--- src/lcdid_pkg.sv ---
package lcdid_pkg;

  ////////////////////////////////////////////////////////////////////////////
  // Timing
  localparam int CLK_PERIOD_NS = 100;
  localparam int OSC_REF_KHZ = 270;
  localparam longint T_CLEAR_NS = 1520000;
  localparam longint T_SHORT_NS = 37000;
  localparam longint T_LONG_NS = 56000;
  localparam longint T_RESET_BUSY_NS = 10000000;
  localparam int CNT_W = 17;
  typedef logic [CNT_W-1:0] lcdid_cnt_t;

  ////////////////////////////////////////////////////////////////////////////
  // Memories
  localparam int DATA_W = 8;
  localparam int TEXT_AW = 7;
  localparam int TEXT_DEPTH = 128;
  localparam int GLYPH_AW = 5;
  localparam int GLYPH_DEPTH = 32;
  localparam int GLYPH_DW = 5;
  localparam logic [7:0] SPACE_CODE = 8'h20;

  ////////////////////////////////////////////////////////////////////////////
  // Field positions inside command and status bytes
  localparam int ENTRY_DIR_BIT = 1;
  localparam int ENTRY_SHIFT_BIT = 0;
  localparam int DISP_ON_BIT = 2;
  localparam int DISP_CURSOR_BIT = 1;
  localparam int DISP_BLINK_BIT = 0;
  localparam int SHIFT_SC_BIT = 3;
  localparam int SHIFT_RL_BIT = 2;
  localparam int FUNC_WIDTH_BIT = 4;
  localparam int FUNC_ADDR_BIT = 3;
  localparam int FUNC_LAYOUT_BIT = 1;
  localparam int FUNC_PAD_BIT = 0;
  localparam int BUSY_BIT = 7;

  ////////////////////////////////////////////////////////////////////////////
  // Values after reset
  localparam logic RST_BUS_WIDTH = 1'b1;
  localparam logic RST_ADDR_MODE = 1'b0;
  localparam logic RST_LAYOUT = 1'b0;
  localparam logic RST_PAD_ORDER = 1'b0;
  localparam logic RST_DISPLAY = 1'b0;
  localparam logic RST_CURSOR = 1'b0;
  localparam logic RST_BLINK = 1'b0;
  localparam logic RST_STEP_DIR = 1'b1;
  localparam logic RST_AUTO_SHIFT = 1'b0;

  typedef enum logic [8:0] {
    CMD_NOP = 9'h001,
    CMD_CLEAR = 9'h002,
    CMD_HOME = 9'h004,
    CMD_ENTRY = 9'h008,
    CMD_DISPCTL = 9'h010,
    CMD_SHIFT = 9'h020,
    CMD_FUNC = 9'h040,
    CMD_GLYPH_ADDR = 9'h080,
    CMD_TEXT_ADDR = 9'h100
  } lcdid_cmd_e;

  typedef enum logic [1:0] {
    ST_RUN = 2'h1,
    ST_SWEEP = 2'h2
  } lcdid_state_e;

  // Least time, scaled by oscillator rate, rounded up to whole clocks
  function automatic int cycles(longint ns, int osc_khz);
    longint den;
    longint c;
    den = longint'(osc_khz) * CLK_PERIOD_NS;
    c = (ns * OSC_REF_KHZ + den - 1) / den;
    if (c < 1) c = 1;
    return int'(c);
  endfunction : cycles

  // Class is given by the highest set bit of the byte
  function automatic lcdid_cmd_e decode(logic [7:0] b);
    if (b[7]) return CMD_TEXT_ADDR;
    else if (b[6]) return CMD_GLYPH_ADDR;
    else if (b[5]) return CMD_FUNC;
    else if (b[4]) return CMD_SHIFT;
    else if (b[3]) return CMD_DISPCTL;
    else if (b[2]) return CMD_ENTRY;
    else if (b[1]) return CMD_HOME;
    else if (b[0]) return CMD_CLEAR;
    else return CMD_NOP;
  endfunction : decode

endpackage : lcdid_pkg

--- src/lcdid_exec_if.sv ---
`timescale 1ns/1ps
interface lcdid_exec_if;
  logic start;
  lcdid_pkg::lcdid_cnt_t cycles;
  logic busy;
  modport ctrl (output start, output cycles, input busy);
  modport timer (input start, input cycles, output busy);
endinterface : lcdid_exec_if

--- src/lcdid_exec_timer.sv ---
`timescale 1ns/1ps
module lcdid_exec_timer #(
  parameter lcdid_pkg::lcdid_cnt_t RESET_CYCLES = lcdid_pkg::lcdid_cnt_t'(
    lcdid_pkg::cycles(lcdid_pkg::T_RESET_BUSY_NS, lcdid_pkg::OSC_REF_KHZ))
) (
  input logic mclk,
  input logic rstn,
  lcdid_exec_if.timer ex
);

  lcdid_pkg::lcdid_cnt_t remain;

  // Counter width limits the slowest oscillator setting that still fits
  always_ff @(posedge mclk) begin
    if (!rstn) begin
      remain <= RESET_CYCLES;
    end else if (ex.start) begin
      remain <= ex.cycles;
    end else if (remain != '0) begin
      remain <= remain - 1'b1;
    end
  end

  assign ex.busy = (remain != '0);
endmodule : lcdid_exec_timer

--- src/lcdid_decoder.sv ---
`timescale 1ns/1ps
////////////////////////////////////////////////////////////////////////////////
module lcdid_decoder #(
  parameter int OSC_KHZ = lcdid_pkg::OSC_REF_KHZ,
  parameter lcdid_pkg::lcdid_cnt_t CLEAR_CYCLES = lcdid_pkg::lcdid_cnt_t'(
    lcdid_pkg::cycles(lcdid_pkg::T_CLEAR_NS, OSC_KHZ)),
  parameter lcdid_pkg::lcdid_cnt_t RESET_CYCLES = lcdid_pkg::lcdid_cnt_t'(
    lcdid_pkg::cycles(lcdid_pkg::T_RESET_BUSY_NS, lcdid_pkg::OSC_REF_KHZ))
) (
  input logic mclk,
  input logic rstn,
  input logic register_select,
  input logic read_write,
  input logic enable_strobe,
  input logic [7:0] parallel_data_lines_in,
  output logic [7:0] parallel_data_lines_out,
  output logic parallel_data_lines_oe,
  input logic [6:0] disp_addr,
  output logic [7:0] disp_char,
  input logic [4:0] glyph_addr,
  output logic [4:0] glyph_row,
  output logic display_enable,
  output logic cursor_visible,
  output logic char_blink,
  output logic step_direction,
  output logic auto_shift,
  output logic [6:0] display_shift,
  output logic [6:0] address_counter,
  output logic glyph_selected,
  output logic bus_width_select,
  output logic addressing_mode_select,
  output logic layout_select,
  output logic pad_order_select,
  output logic busy_indicator
);

  localparam lcdid_pkg::lcdid_cnt_t SHORT_CYC = lcdid_pkg::lcdid_cnt_t'(
    lcdid_pkg::cycles(lcdid_pkg::T_SHORT_NS, OSC_KHZ));
  localparam lcdid_pkg::lcdid_cnt_t LONG_CYC = lcdid_pkg::lcdid_cnt_t'(
    lcdid_pkg::cycles(lcdid_pkg::T_LONG_NS, OSC_KHZ));
  localparam int PIN_W = 11;

  ////////////////////////////////////////////////////////////////////////////
  // Pin synchronisers and strobe edges
  logic [PIN_W-1:0] pin_meta;
  logic [PIN_W-1:0] pin_sync;
  logic s_sel;
  logic s_rd;
  logic s_en;
  logic [7:0] s_data;
  logic en_d;
  logic cap_sel;
  logic cap_rd;
  logic [7:0] cap_data;
  logic en_rise;
  logic en_fall;

  always_ff @(posedge mclk) begin
    if (!rstn) begin
      pin_meta <= '0;
      pin_sync <= '0;
    end else begin
      pin_meta <= {register_select, read_write, enable_strobe,
                   parallel_data_lines_in};
      pin_sync <= pin_meta;
    end
  end

  assign {s_sel, s_rd, s_en, s_data} = pin_sync;
  assign en_rise = s_en & ~en_d;
  assign en_fall = ~s_en & en_d;

  // Capture while strobe is high so the data hold after the fall is moot
  always_ff @(posedge mclk) begin
    if (!rstn) begin
      en_d <= 1'b0;
      cap_sel <= 1'b0;
      cap_rd <= 1'b0;
      cap_data <= 8'h00;
    end else begin
      en_d <= s_en;
      if (s_en) begin
        cap_sel <= s_sel;
        cap_rd <= s_rd;
        cap_data <= s_data;
      end
    end
  end

  ////////////////////////////////////////////////////////////////////////////
  // Nibble pairing
  logic nib_low;
  logic [3:0] nib_hi;
  logic last_part;
  logic take_wr;
  logic take_rd;
  logic [7:0] wr_byte;

  always_ff @(posedge mclk) begin
    if (!rstn) begin
      nib_low <= 1'b0;
      nib_hi <= 4'h0;
    end else if (bus_width_select) begin
      nib_low <= 1'b0;
    end else if (en_fall) begin
      if (!nib_low && !cap_rd) begin
        nib_hi <= cap_data[7:4];
      end
      nib_low <= ~nib_low;
    end
  end

  assign last_part = bus_width_select | nib_low;
  assign take_wr = en_fall & ~cap_rd & last_part;
  assign take_rd = en_fall & cap_rd & last_part;
  assign wr_byte = bus_width_select ? cap_data : {nib_hi, cap_data[7:4]};

  ////////////////////////////////////////////////////////////////////////////
  // Decode; commands and data transfers while busy are dropped
  lcdid_pkg::lcdid_cmd_e cmd;
  lcdid_pkg::lcdid_state_e state;
  logic cmd_go;
  logic dat_wr;
  logic dat_rd;
  logic [6:0] ac_inc;
  logic [6:0] ac_dec;
  logic [6:0] sweep_idx;
  lcdid_exec_if ex_if ();

  assign cmd = lcdid_pkg::decode(wr_byte);
  assign cmd_go = take_wr & ~cap_sel & ~busy_indicator;
  assign dat_wr = take_wr & cap_sel & ~busy_indicator;
  assign dat_rd = take_rd & cap_sel & ~busy_indicator;
  assign busy_indicator = ex_if.busy | (state == lcdid_pkg::ST_SWEEP);

  // Glyph pointer wraps within its own range
  assign ac_inc = glyph_selected ?
    {2'h0, address_counter[4:0] + 5'h01} : address_counter + 7'h01;
  assign ac_dec = glyph_selected ?
    {2'h0, address_counter[4:0] - 5'h01} : address_counter - 7'h01;

  // A zero byte starts nothing, so it changes no state
  assign ex_if.start = (cmd_go & (cmd != lcdid_pkg::CMD_NOP))
                       | dat_wr | dat_rd;

  always_comb begin
    ex_if.cycles = SHORT_CYC;
    if (cmd_go && cmd == lcdid_pkg::CMD_CLEAR) begin
      ex_if.cycles = CLEAR_CYCLES;
    end else if ((cmd_go && cmd == lcdid_pkg::CMD_SHIFT) || dat_rd) begin
      ex_if.cycles = LONG_CYC;
    end
  end

  lcdid_exec_timer #(
    .RESET_CYCLES(RESET_CYCLES)
  ) u_timer (
    .mclk(mclk),
    .rstn(rstn),
    .ex(ex_if.timer)
  );

  ////////////////////////////////////////////////////////////////////////////
  // Mode registers
  always_ff @(posedge mclk) begin
    if (!rstn) begin
      step_direction <= lcdid_pkg::RST_STEP_DIR;
      auto_shift <= lcdid_pkg::RST_AUTO_SHIFT;
      display_enable <= lcdid_pkg::RST_DISPLAY;
      cursor_visible <= lcdid_pkg::RST_CURSOR;
      char_blink <= lcdid_pkg::RST_BLINK;
      bus_width_select <= lcdid_pkg::RST_BUS_WIDTH;
      addressing_mode_select <= lcdid_pkg::RST_ADDR_MODE;
      layout_select <= lcdid_pkg::RST_LAYOUT;
      pad_order_select <= lcdid_pkg::RST_PAD_ORDER;
    end else if (cmd_go) begin
      case (cmd)
        lcdid_pkg::CMD_CLEAR: begin
          step_direction <= 1'b1;
        end
        lcdid_pkg::CMD_ENTRY: begin
          step_direction <= wr_byte[lcdid_pkg::ENTRY_DIR_BIT];
          auto_shift <= wr_byte[lcdid_pkg::ENTRY_SHIFT_BIT];
        end
        lcdid_pkg::CMD_DISPCTL: begin
          display_enable <= wr_byte[lcdid_pkg::DISP_ON_BIT];
          cursor_visible <= wr_byte[lcdid_pkg::DISP_CURSOR_BIT];
          char_blink <= wr_byte[lcdid_pkg::DISP_BLINK_BIT];
        end
        lcdid_pkg::CMD_FUNC: begin
          bus_width_select <= wr_byte[lcdid_pkg::FUNC_WIDTH_BIT];
          addressing_mode_select <= wr_byte[lcdid_pkg::FUNC_ADDR_BIT];
          layout_select <= wr_byte[lcdid_pkg::FUNC_LAYOUT_BIT];
          pad_order_select <= wr_byte[lcdid_pkg::FUNC_PAD_BIT];
        end
        default: begin
        end
      endcase
    end
  end

  ////////////////////////////////////////////////////////////////////////////
  // Address counter, RAM target and display shift
  // Shift count rises when the picture moves left
  always_ff @(posedge mclk) begin
    if (!rstn) begin
      address_counter <= 7'h00;
      glyph_selected <= 1'b0;
      display_shift <= 7'h00;
    end else if (cmd_go) begin
      case (cmd)
        lcdid_pkg::CMD_CLEAR, lcdid_pkg::CMD_HOME: begin
          address_counter <= 7'h00;
          glyph_selected <= 1'b0;
          display_shift <= 7'h00;
        end
        lcdid_pkg::CMD_SHIFT: begin
          if (wr_byte[lcdid_pkg::SHIFT_SC_BIT]) begin
            display_shift <= wr_byte[lcdid_pkg::SHIFT_RL_BIT] ?
              display_shift - 7'h01 : display_shift + 7'h01;
          end else begin
            address_counter <= wr_byte[lcdid_pkg::SHIFT_RL_BIT] ?
              ac_inc : ac_dec;
          end
        end
        lcdid_pkg::CMD_GLYPH_ADDR: begin
          address_counter <= {2'h0, wr_byte[4:0]};
          glyph_selected <= 1'b1;
        end
        lcdid_pkg::CMD_TEXT_ADDR: begin
          address_counter <= wr_byte[6:0];
          glyph_selected <= 1'b0;
        end
        default: begin
        end
      endcase
    end else if (dat_wr || dat_rd) begin
      address_counter <= step_direction ? ac_inc : ac_dec;
      if (dat_wr && !glyph_selected && auto_shift) begin
        display_shift <= step_direction ?
          display_shift + 7'h01 : display_shift - 7'h01;
      end
    end
  end

  ////////////////////////////////////////////////////////////////////////////
  // Clear sweep; reset runs one too so text RAM starts blank
  always_ff @(posedge mclk) begin
    if (!rstn) begin
      state <= lcdid_pkg::ST_SWEEP;
      sweep_idx <= 7'h00;
    end else begin
      case (state)
        lcdid_pkg::ST_RUN: begin
          if (cmd_go && cmd == lcdid_pkg::CMD_CLEAR) begin
            state <= lcdid_pkg::ST_SWEEP;
            sweep_idx <= 7'h00;
          end
        end
        lcdid_pkg::ST_SWEEP: begin
          sweep_idx <= sweep_idx + 7'h01;
          if (&sweep_idx) begin
            state <= lcdid_pkg::ST_RUN;
          end
        end
        default: begin
          state <= lcdid_pkg::ST_RUN;
        end
      endcase
    end
  end

  ////////////////////////////////////////////////////////////////////////////
  // Memories
  logic [7:0] text_mem [lcdid_pkg::TEXT_DEPTH];
  logic [lcdid_pkg::GLYPH_DW-1:0] glyph_mem [lcdid_pkg::GLYPH_DEPTH];
  logic [7:0] rd_byte;

  always_ff @(posedge mclk) begin
    if (state == lcdid_pkg::ST_SWEEP) begin
      text_mem[sweep_idx] <= lcdid_pkg::SPACE_CODE;
    end else if (dat_wr && !glyph_selected) begin
      text_mem[address_counter] <= wr_byte;
    end
  end

  always_ff @(posedge mclk) begin
    if (dat_wr && glyph_selected) begin
      glyph_mem[address_counter[4:0]] <=
        wr_byte[lcdid_pkg::GLYPH_DW-1:0];
    end
  end

  always_ff @(posedge mclk) begin
    if (!rstn) begin
      disp_char <= 8'h00;
      glyph_row <= 5'h00;
    end else begin
      disp_char <= text_mem[disp_addr];
      glyph_row <= glyph_mem[glyph_addr];
    end
  end

  ////////////////////////////////////////////////////////////////////////////
  // Read path; data is latched on the strobe rise
  always_comb begin
    rd_byte = {busy_indicator, address_counter};
    if (s_sel) begin
      rd_byte = glyph_selected ?
        {{(8-lcdid_pkg::GLYPH_DW){1'b0}}, glyph_mem[address_counter[4:0]]}
        : text_mem[address_counter];
    end
  end

  always_ff @(posedge mclk) begin
    if (!rstn) begin
      parallel_data_lines_out <= 8'h00;
      parallel_data_lines_oe <= 1'b0;
    end else begin
      parallel_data_lines_oe <= s_en & s_rd;
      if (en_rise && s_rd) begin
        if (bus_width_select) begin
          parallel_data_lines_out <= rd_byte;
        end else begin
          parallel_data_lines_out <= nib_low ?
            {rd_byte[3:0], 4'h0} : {rd_byte[7:4], 4'h0};
        end
      end
    end
  end
endmodule : lcdid_decoder

--- config.mk ---
export PLATFORM = sky130hd
export DESIGN_NAME = lcdid_decoder
export DESIGN_NICKNAME = d
export VERILOG_FILES = /design/src/lcdid_pkg.sv /design/src/lcdid_exec_if.sv /design/src/lcdid_exec_timer.sv /design/src/lcdid_decoder.sv
export SDC_FILE = /design/constraint.sdc
export NUM_CORES = 2
export LEC_CHECK = 0
export BUFFER_PORTS_ARGS = -buffer_cell sky130_fd_sc_hd__buf_2
export CAP_MARGIN = 40
export CORE_ASPECT_RATIO = 1.4
export CORE_MARGIN = 3
export CORE_UTILIZATION = 55
export DETAILED_ROUTE_END_ITERATION = 10
export GPL_TIMING_DRIVEN = 1
export PLACE_DENSITY = 0.72
export SLEW_MARGIN = 20
export SYNTH_ARGS = -nofsm -noshare
export SYNTH_HDL_FRONTEND = slang
export SYNTH_SLANG_ARGS = --single-unit
--- constraint.sdc ---
create_clock -name mclk -period 11.2 [get_ports mclk]
set_clock_uncertainty 0.15 [all_clocks]
set_input_delay 0.56 -clock mclk [delete_from_list [all_inputs] [get_ports mclk]]
set_output_delay 0.56 -clock mclk [all_outputs]
set_load 0.05 [all_outputs]
Word level (Yosys, flattened, before mapping)
Memory sizes are Yosys's and may differ from the RTL's. A register that Yosys moved wholly into a read port is not among the register bits.
Cells that the tools add are included.
- bits in registers: 97
- memories: 2
- bits in writable memories: 1184
- memory list (name ; words ; bits a word ; rd ports ; clocked after Yosys merged registers in ; write ports ; line ; text):
    text_mem ; 128 ; 8 ; 2 ; 2 ; 1 ; lcdid_decoder.sv:275 ; logic [7:0] text_mem [lcdid_pkg::TEXT_DEPTH];
    glyph_mem ; 32 ; 5 ; 2 ; 2 ; 1 ; lcdid_decoder.sv:276 ; logic [lcdid_pkg::GLYPH_DW-1:0] glyph_mem [lcdid_pkg::GLYPH_DEPTH];
- mux-type cells: 53
- reduce and logical (&&, ||, !) cells: 36
- $add $sub $neg: 8
- equal/unequal tests: 17
- bitwise operators: 26
- operator list (operator ; count):
    $mux W7 ; 18
    $mux W8 ; 7
    $mux W17 ; 2
    $pmux W7 S2 ; 2
    $pmux W7 S4 ; 1
    $add A7 B1 Y7 const B ; 3
    $reduce_bool A17 Y1 ; 1
    $sub A17 B1 Y17 const B ; 1
    $mux W5 ; 3
    $and A1 B1 Y1 ; 14
    $mux W14 ; 1
    $reduce_and A2 Y1 ; 7
    $sub A7 B1 Y7 const B ; 2
    $reduce_bool A2 Y1 ; 6
    $mux W10 ; 1
    $eq A9 B2 Y1 const B ; 1
    $eq A9 B3 Y1 const B ; 1
    $eq A9 B4 Y1 const B ; 1
    $eq A9 B5 Y1 const B ; 1
    $eq A9 B6 Y1 const B ; 1
    $eq A9 B7 Y1 const B ; 1
    $eq A9 B8 Y1 const B ; 1
    $eq A9 B9 Y1 const B ; 1
    $mux W9 ; 1
    other kinds (27) ; 62

Longest topological paths before layout
- depth in word-level cells: 15
- gate-level depth with buffers: 12
- gate-level depth less buffers: 9

By module
A second synthesis with hierarchy kept.
- cells, all modules: 3298
- area total of the unflattened synthesis: 60928.4 µm²
- modules (own cells, without submodules) (module ; cells an instance ; area an instance (µm²) ; times used):
    lcdid_decoder ; 3178 ; 59931.2 ; 1
    lcdid_exec_timer ; 120 ; 997.2 ; 1

Least setup slack after synthesis
OpenSTA, ideal clock, no wires.
- path kind: register to register
- start point: reg u_timer.remain[9]
- end point: mem text_mem[0][0] (data pin)
- arrival: 5.097 ns
- required time: 10.249 ns
- buffers on the path: 3
- clock period less this slack: 6.047 ns
- setup slack: 5.153 ns
- stages on the path, launching flop included: 9
- library setup time: 0.801 ns
- cell sequence: dfxtp_1 or4_4 nor3_4 nand4_4 or3_1 buf_6 buf_12 buf_12 nor2_1
- word-level cells in the longest chain between the ends: 10
- RTL lines (item ; line ; text):
    start: declaration ; lcdid_exec_timer.sv:11 ; lcdid_pkg::lcdid_cnt_t remain;
    start signal: assignment ; lcdid_exec_timer.sv:18 ; remain <= ex.cycles;
    start signal: assignment ; lcdid_exec_timer.sv:20 ; remain <= remain - 1'b1;
    $reduce_bool A17 Y1 ; lcdid_exec_timer.sv:24 ; assign ex.busy = (remain != '0);
    $or A1 B1 Y1 ; lcdid_decoder.sv:134 ; assign busy_indicator = ex_if.busy | (state == lcdid_pkg::ST_SWEEP);
    $not A1 Y1 ; lcdid_decoder.sv:132 ; assign dat_wr = take_wr & cap_sel & ~busy_indicator;
    $and A1 B1 Y1 ; lcdid_decoder.sv:132 ;
    $logic_and A1 B1 Y1 ; lcdid_decoder.sv:282 ; end else if (dat_wr && !glyph_selected) begin
    $mux W1 ; lcdid_decoder.sv:282 ;
    $mux W1 ; lcdid_decoder.sv:280 ; if (state == lcdid_pkg::ST_SWEEP) begin
    $mux W1 (implied by the code) ; lcdid_decoder.sv:283 ; text_mem[address_counter] <= wr_byte;
    $reduce_or A8 Y1 (no line) ; n/a ;
    $mux W8 (no line) ; n/a ;
    end: declaration ; lcdid_decoder.sv:275 ;
No other way between the ends.

Final worst setup path
- start point: reg u_timer.remain[9]
- end point: mem text_mem[23][5], enable pin
- word-level cells in the longest chain between the ends: 10
- elaborated cells between the ends (all ways): 11
- RTL lines (item ; line):
    $reduce_bool A17 Y1 * ; lcdid_exec_timer.sv:24
    $or A1 B1 Y1 * ; lcdid_decoder.sv:134
    $not A1 Y1 * ; lcdid_decoder.sv:132
    $and A1 B1 Y1 * ; lcdid_decoder.sv:132
    $logic_and A1 B1 Y1 * ; lcdid_decoder.sv:282
    $mux W1 * ; lcdid_decoder.sv:282
    $mux W1 * ; lcdid_decoder.sv:280
    $mux W1 (implied by the code) * ; lcdid_decoder.sv:283
    $reduce_or A8 Y1 (no line) ; n/a
    $mux W7 (no line) or $mux W1 (tied branches) ; n/a
Mark *: on every way between the ends. The rest lies on a longest branch, timed or not.

==> summary.md <==
| Metric | Value |
|---|---|
| Synth cell types | 77 |
| Wirelength, routed | 175000 µm |
| Die Ht | 400 µm |
| WL met1 | 58100 µm |
| Synth Warn # | 0 |
| Leak | 21.9 nW |
| Most frequent cells in the layout | edfxtp_1 (1184), mux4_2 (727), nor2_1 (221) |
| Most used DFF post-synth | edfxtp_1 |
| Fmax | 226 MHz |
| Syn_nets | 3250 |
| Yosys reg bits | 1301 |
| Cells after DPL | 4684 |
| GRT Total Usage | 0.307 |
| Post-cts sizing count | 0 |
| Pwr dens | 144 nW/µm² |
| Die ar. | 115000 µm² |
| RSZ-0062 raised after global routing | false |
| First-pass GRT wire length | 253000 µm |
| Tmin final | 4430 ps |
| Row count | 144 |
| CTS tree | yes |
| Setup-failing EPs final | 0 |
| Post-synth top area share | 0.582 |
| Synth top area cells | edfxtp_1 (58%), mux4_2 (27%), dfxtp_1 (3.8%), nor2_1 (1.4%), mux2i_1 (1.2%) |
| Setup TNS | 0 ps |
| DR top layer | met5 |
| CP cell instances | or4_4 > nor3_4 > nand4_4 > or3_1 > buf_4 > mux2_2 > nand2_2 > nor2_1 > buf_4 |
| Post-synth ARST share | 0 |
| # port buffers | 71 |
| Vias/cell | 7.19 |
| Sequential fraction of the synthesis area | 0.621 |
| Most Frequent Cell on Critical Path | buf_4 |
| Final hold vios | 0 |
| DPL Wire Length | 114000 µm |
| Area leader, netlist | edfxtp_1 |
| Outcome | complete, no violations |
| WHS | 69.5 ps |
| Util after Layout | 0.621 |
| Fin crit share | 0.395 |
| Drt first pass iters | 6 |
| Largest net degree at the start of global routing | 133 |
| Number of enable-type register cells in the synthesized netlist | 1184 |
| Slowest CP cell | nor2_1 |
| Clk sinks | 1301 |
| Peak VDD IR | 0.000143 V |
| Initial antenna violation count | 5 |
| Die W | 288 µm |
| CP Launch Type | register |
| Clk_lat worst skew | 730 ps |
| Post-route cell area | 68400 µm² |
| Commonest non-fill, non-tap cell in the layout | edfxtp_1 |
| Slew Limit Fails | 0 |
| I/O Pins | 72 |
| Synth Instances | 3215 |
| Syn_area_per_cell | 19.0 µm² |
| Post-DR wirelength/cell | 35.5 µm |
| Slew @ Worst Pin | 1070 ps |
| Post-route DRC | 0 |
| Clock buffer depth | 3 |
| Nets | 3406 |
| Core ar. | 110000 µm² |
| Postcts setup bufs | 0 |
| Met2 wire len | 85300 µm |
| Routed via count | 35500 |
| DRT iter0 DRCs | 4797 |
| Synthesized cell area | 61100 µm² |
| CTS buffer count | 119 |
| Relative max-transition margin | 0.288 |
| Worst EP required | 11460 ps |
| Setup ws final | 6770 ps |
| Post-route insts no fill | 4938 |
| Total power | 9.87 mW |
| Maximum Capacitance Violations | 0 |
| Routed wl met3 | 18000 µm |
| Area growth from synthesis to layout | 12.0% |
| Critical path arrival | 4690 ps |
| Starting Density | 0.555 |
| GPL Wtd Cong | 0.911 |
| Grt ovf | 0 |
| Placed Area | 64100 µm² |
| Vias in the first global route | 36300 |
| Delay of the slowest cell on the worst path | 740 ps |
| H-tree depth | 3 |
| Final ANT Viol Nets | 0 |
| Clk slew on worst S/H paths | 70 ps |
| Critical path peak fanout | 21 |
| Hold Crit Class | in2reg |
| Crit Path Category | reg2reg |
| Dpl ws | 6420 ps |
| Clk root buf | clkbuf_16 |
| CP Capture Type | register |
| Share of post-route cells with drive strength above 1 | 0.359 |
==> kinds of logic after synthesis <==
group,share of synthesized area
DFF,0.621
xor gates and xnor gates,0.00359
muxes,0.284
adders and majority gates,0.00205
and+or+nand+nor,0.0466
AOI/OAI and AO/OA,0.0243
buffers and inverters,0.0189
==> power breakdown <==
| group | switching, mW | internal, mW | leakage, nW |
|---|---|---|---|
| clock network | 1.82 | 2.35 | 1.92 |
| registers | 0.0213 | 5.24 | 12.2 |
| logic | 0.246 | 0.193 | 7.83 |
==> final cells by class <==
cell class / instances / area [µm²]
Antenna cell: 3 / 7.51
Clock buffer: 146 / 3200
Clock inverter: 79 / 771
Fill cell: 7405 / 41700
Inverter: 21 / 78.8
Multi-Input combinational cell: 1646 / 22100
Sequential cell: 1301 / 37900
Tap cell: 1460 / 1830
Timing Repair Buffer: 282 / 2540
==> worst paths after layout <==
kind / to / slack, ps / startpoint / cells after the start
max: text_mem[23][5] / 6770 / u_timer.remain[9] / 9
min reg2reg: pin_sync[2] / 280 / pin_meta[2] / 1
min: glyph_row[0] / 70 / glyph_addr[4] / 3
max reg2reg: text_mem[23][5] / 6770 / u_timer.remain[9] / 9
==> sequential cells by signal (all words and copies together), names as in the netlist, 2 cells and up, named ones only <==
name                     flops
address_counter              7
nib_hi                       4
glyph_row                    5
display_shift                7
pin_sync                    11
text_mem                  1024
state                        2
glyph_mem                  160
cap_data                     8
pin_meta                    11
disp_char                    8
sweep_idx                    7
parallel_data_lines_out      8
u_timer.remain              17
==> cells in the mapped netlist, types with 14 or more instances <==
cell and number:
a31oi_1 15, mux2_2 14, clkbuf_1 141, a21oi_1 43
nor2b_1 42, nor2_1 234, buf_1 43, mux4_2 727
o21ai_0 41, nand2b_1 23, dfxtp_1 117, and2_1 26
buf_2 46, a22oi_1 19, edfxtp_1 1184, mux2i_1 74
xnor2_1 15, buf_4 14, nor3_1 25, inv_1 18
nand3_1 35, nand2_1 98
==> worst max-delay path, delay by kind of cell (launching register included) <==
kind / cells / cell delay [ps]
buffers and inverters: 2 / 540
muxes: 1 / 320
and+or+nand+nor: 6 / 2720
DFF: 1 / 360
==> metal layers <==
layer  GRT usage  vias to the layer above
li1            -                    13900
met1       0.386                    18500
met2       0.485                     2478
met3      0.0685                      560
met4       0.196                        2
met5           0                        -
==> repair_timing <==
| item | in CTS | in global routing |
|---|---|---|
| hold buffers | 11 | 0 |
| endpoints found under the setup margin | 0 | 0 |
| endpoints found under the hold margin | 11 | 0 |
Note: power is estimated with default switching activity, not from simulation.
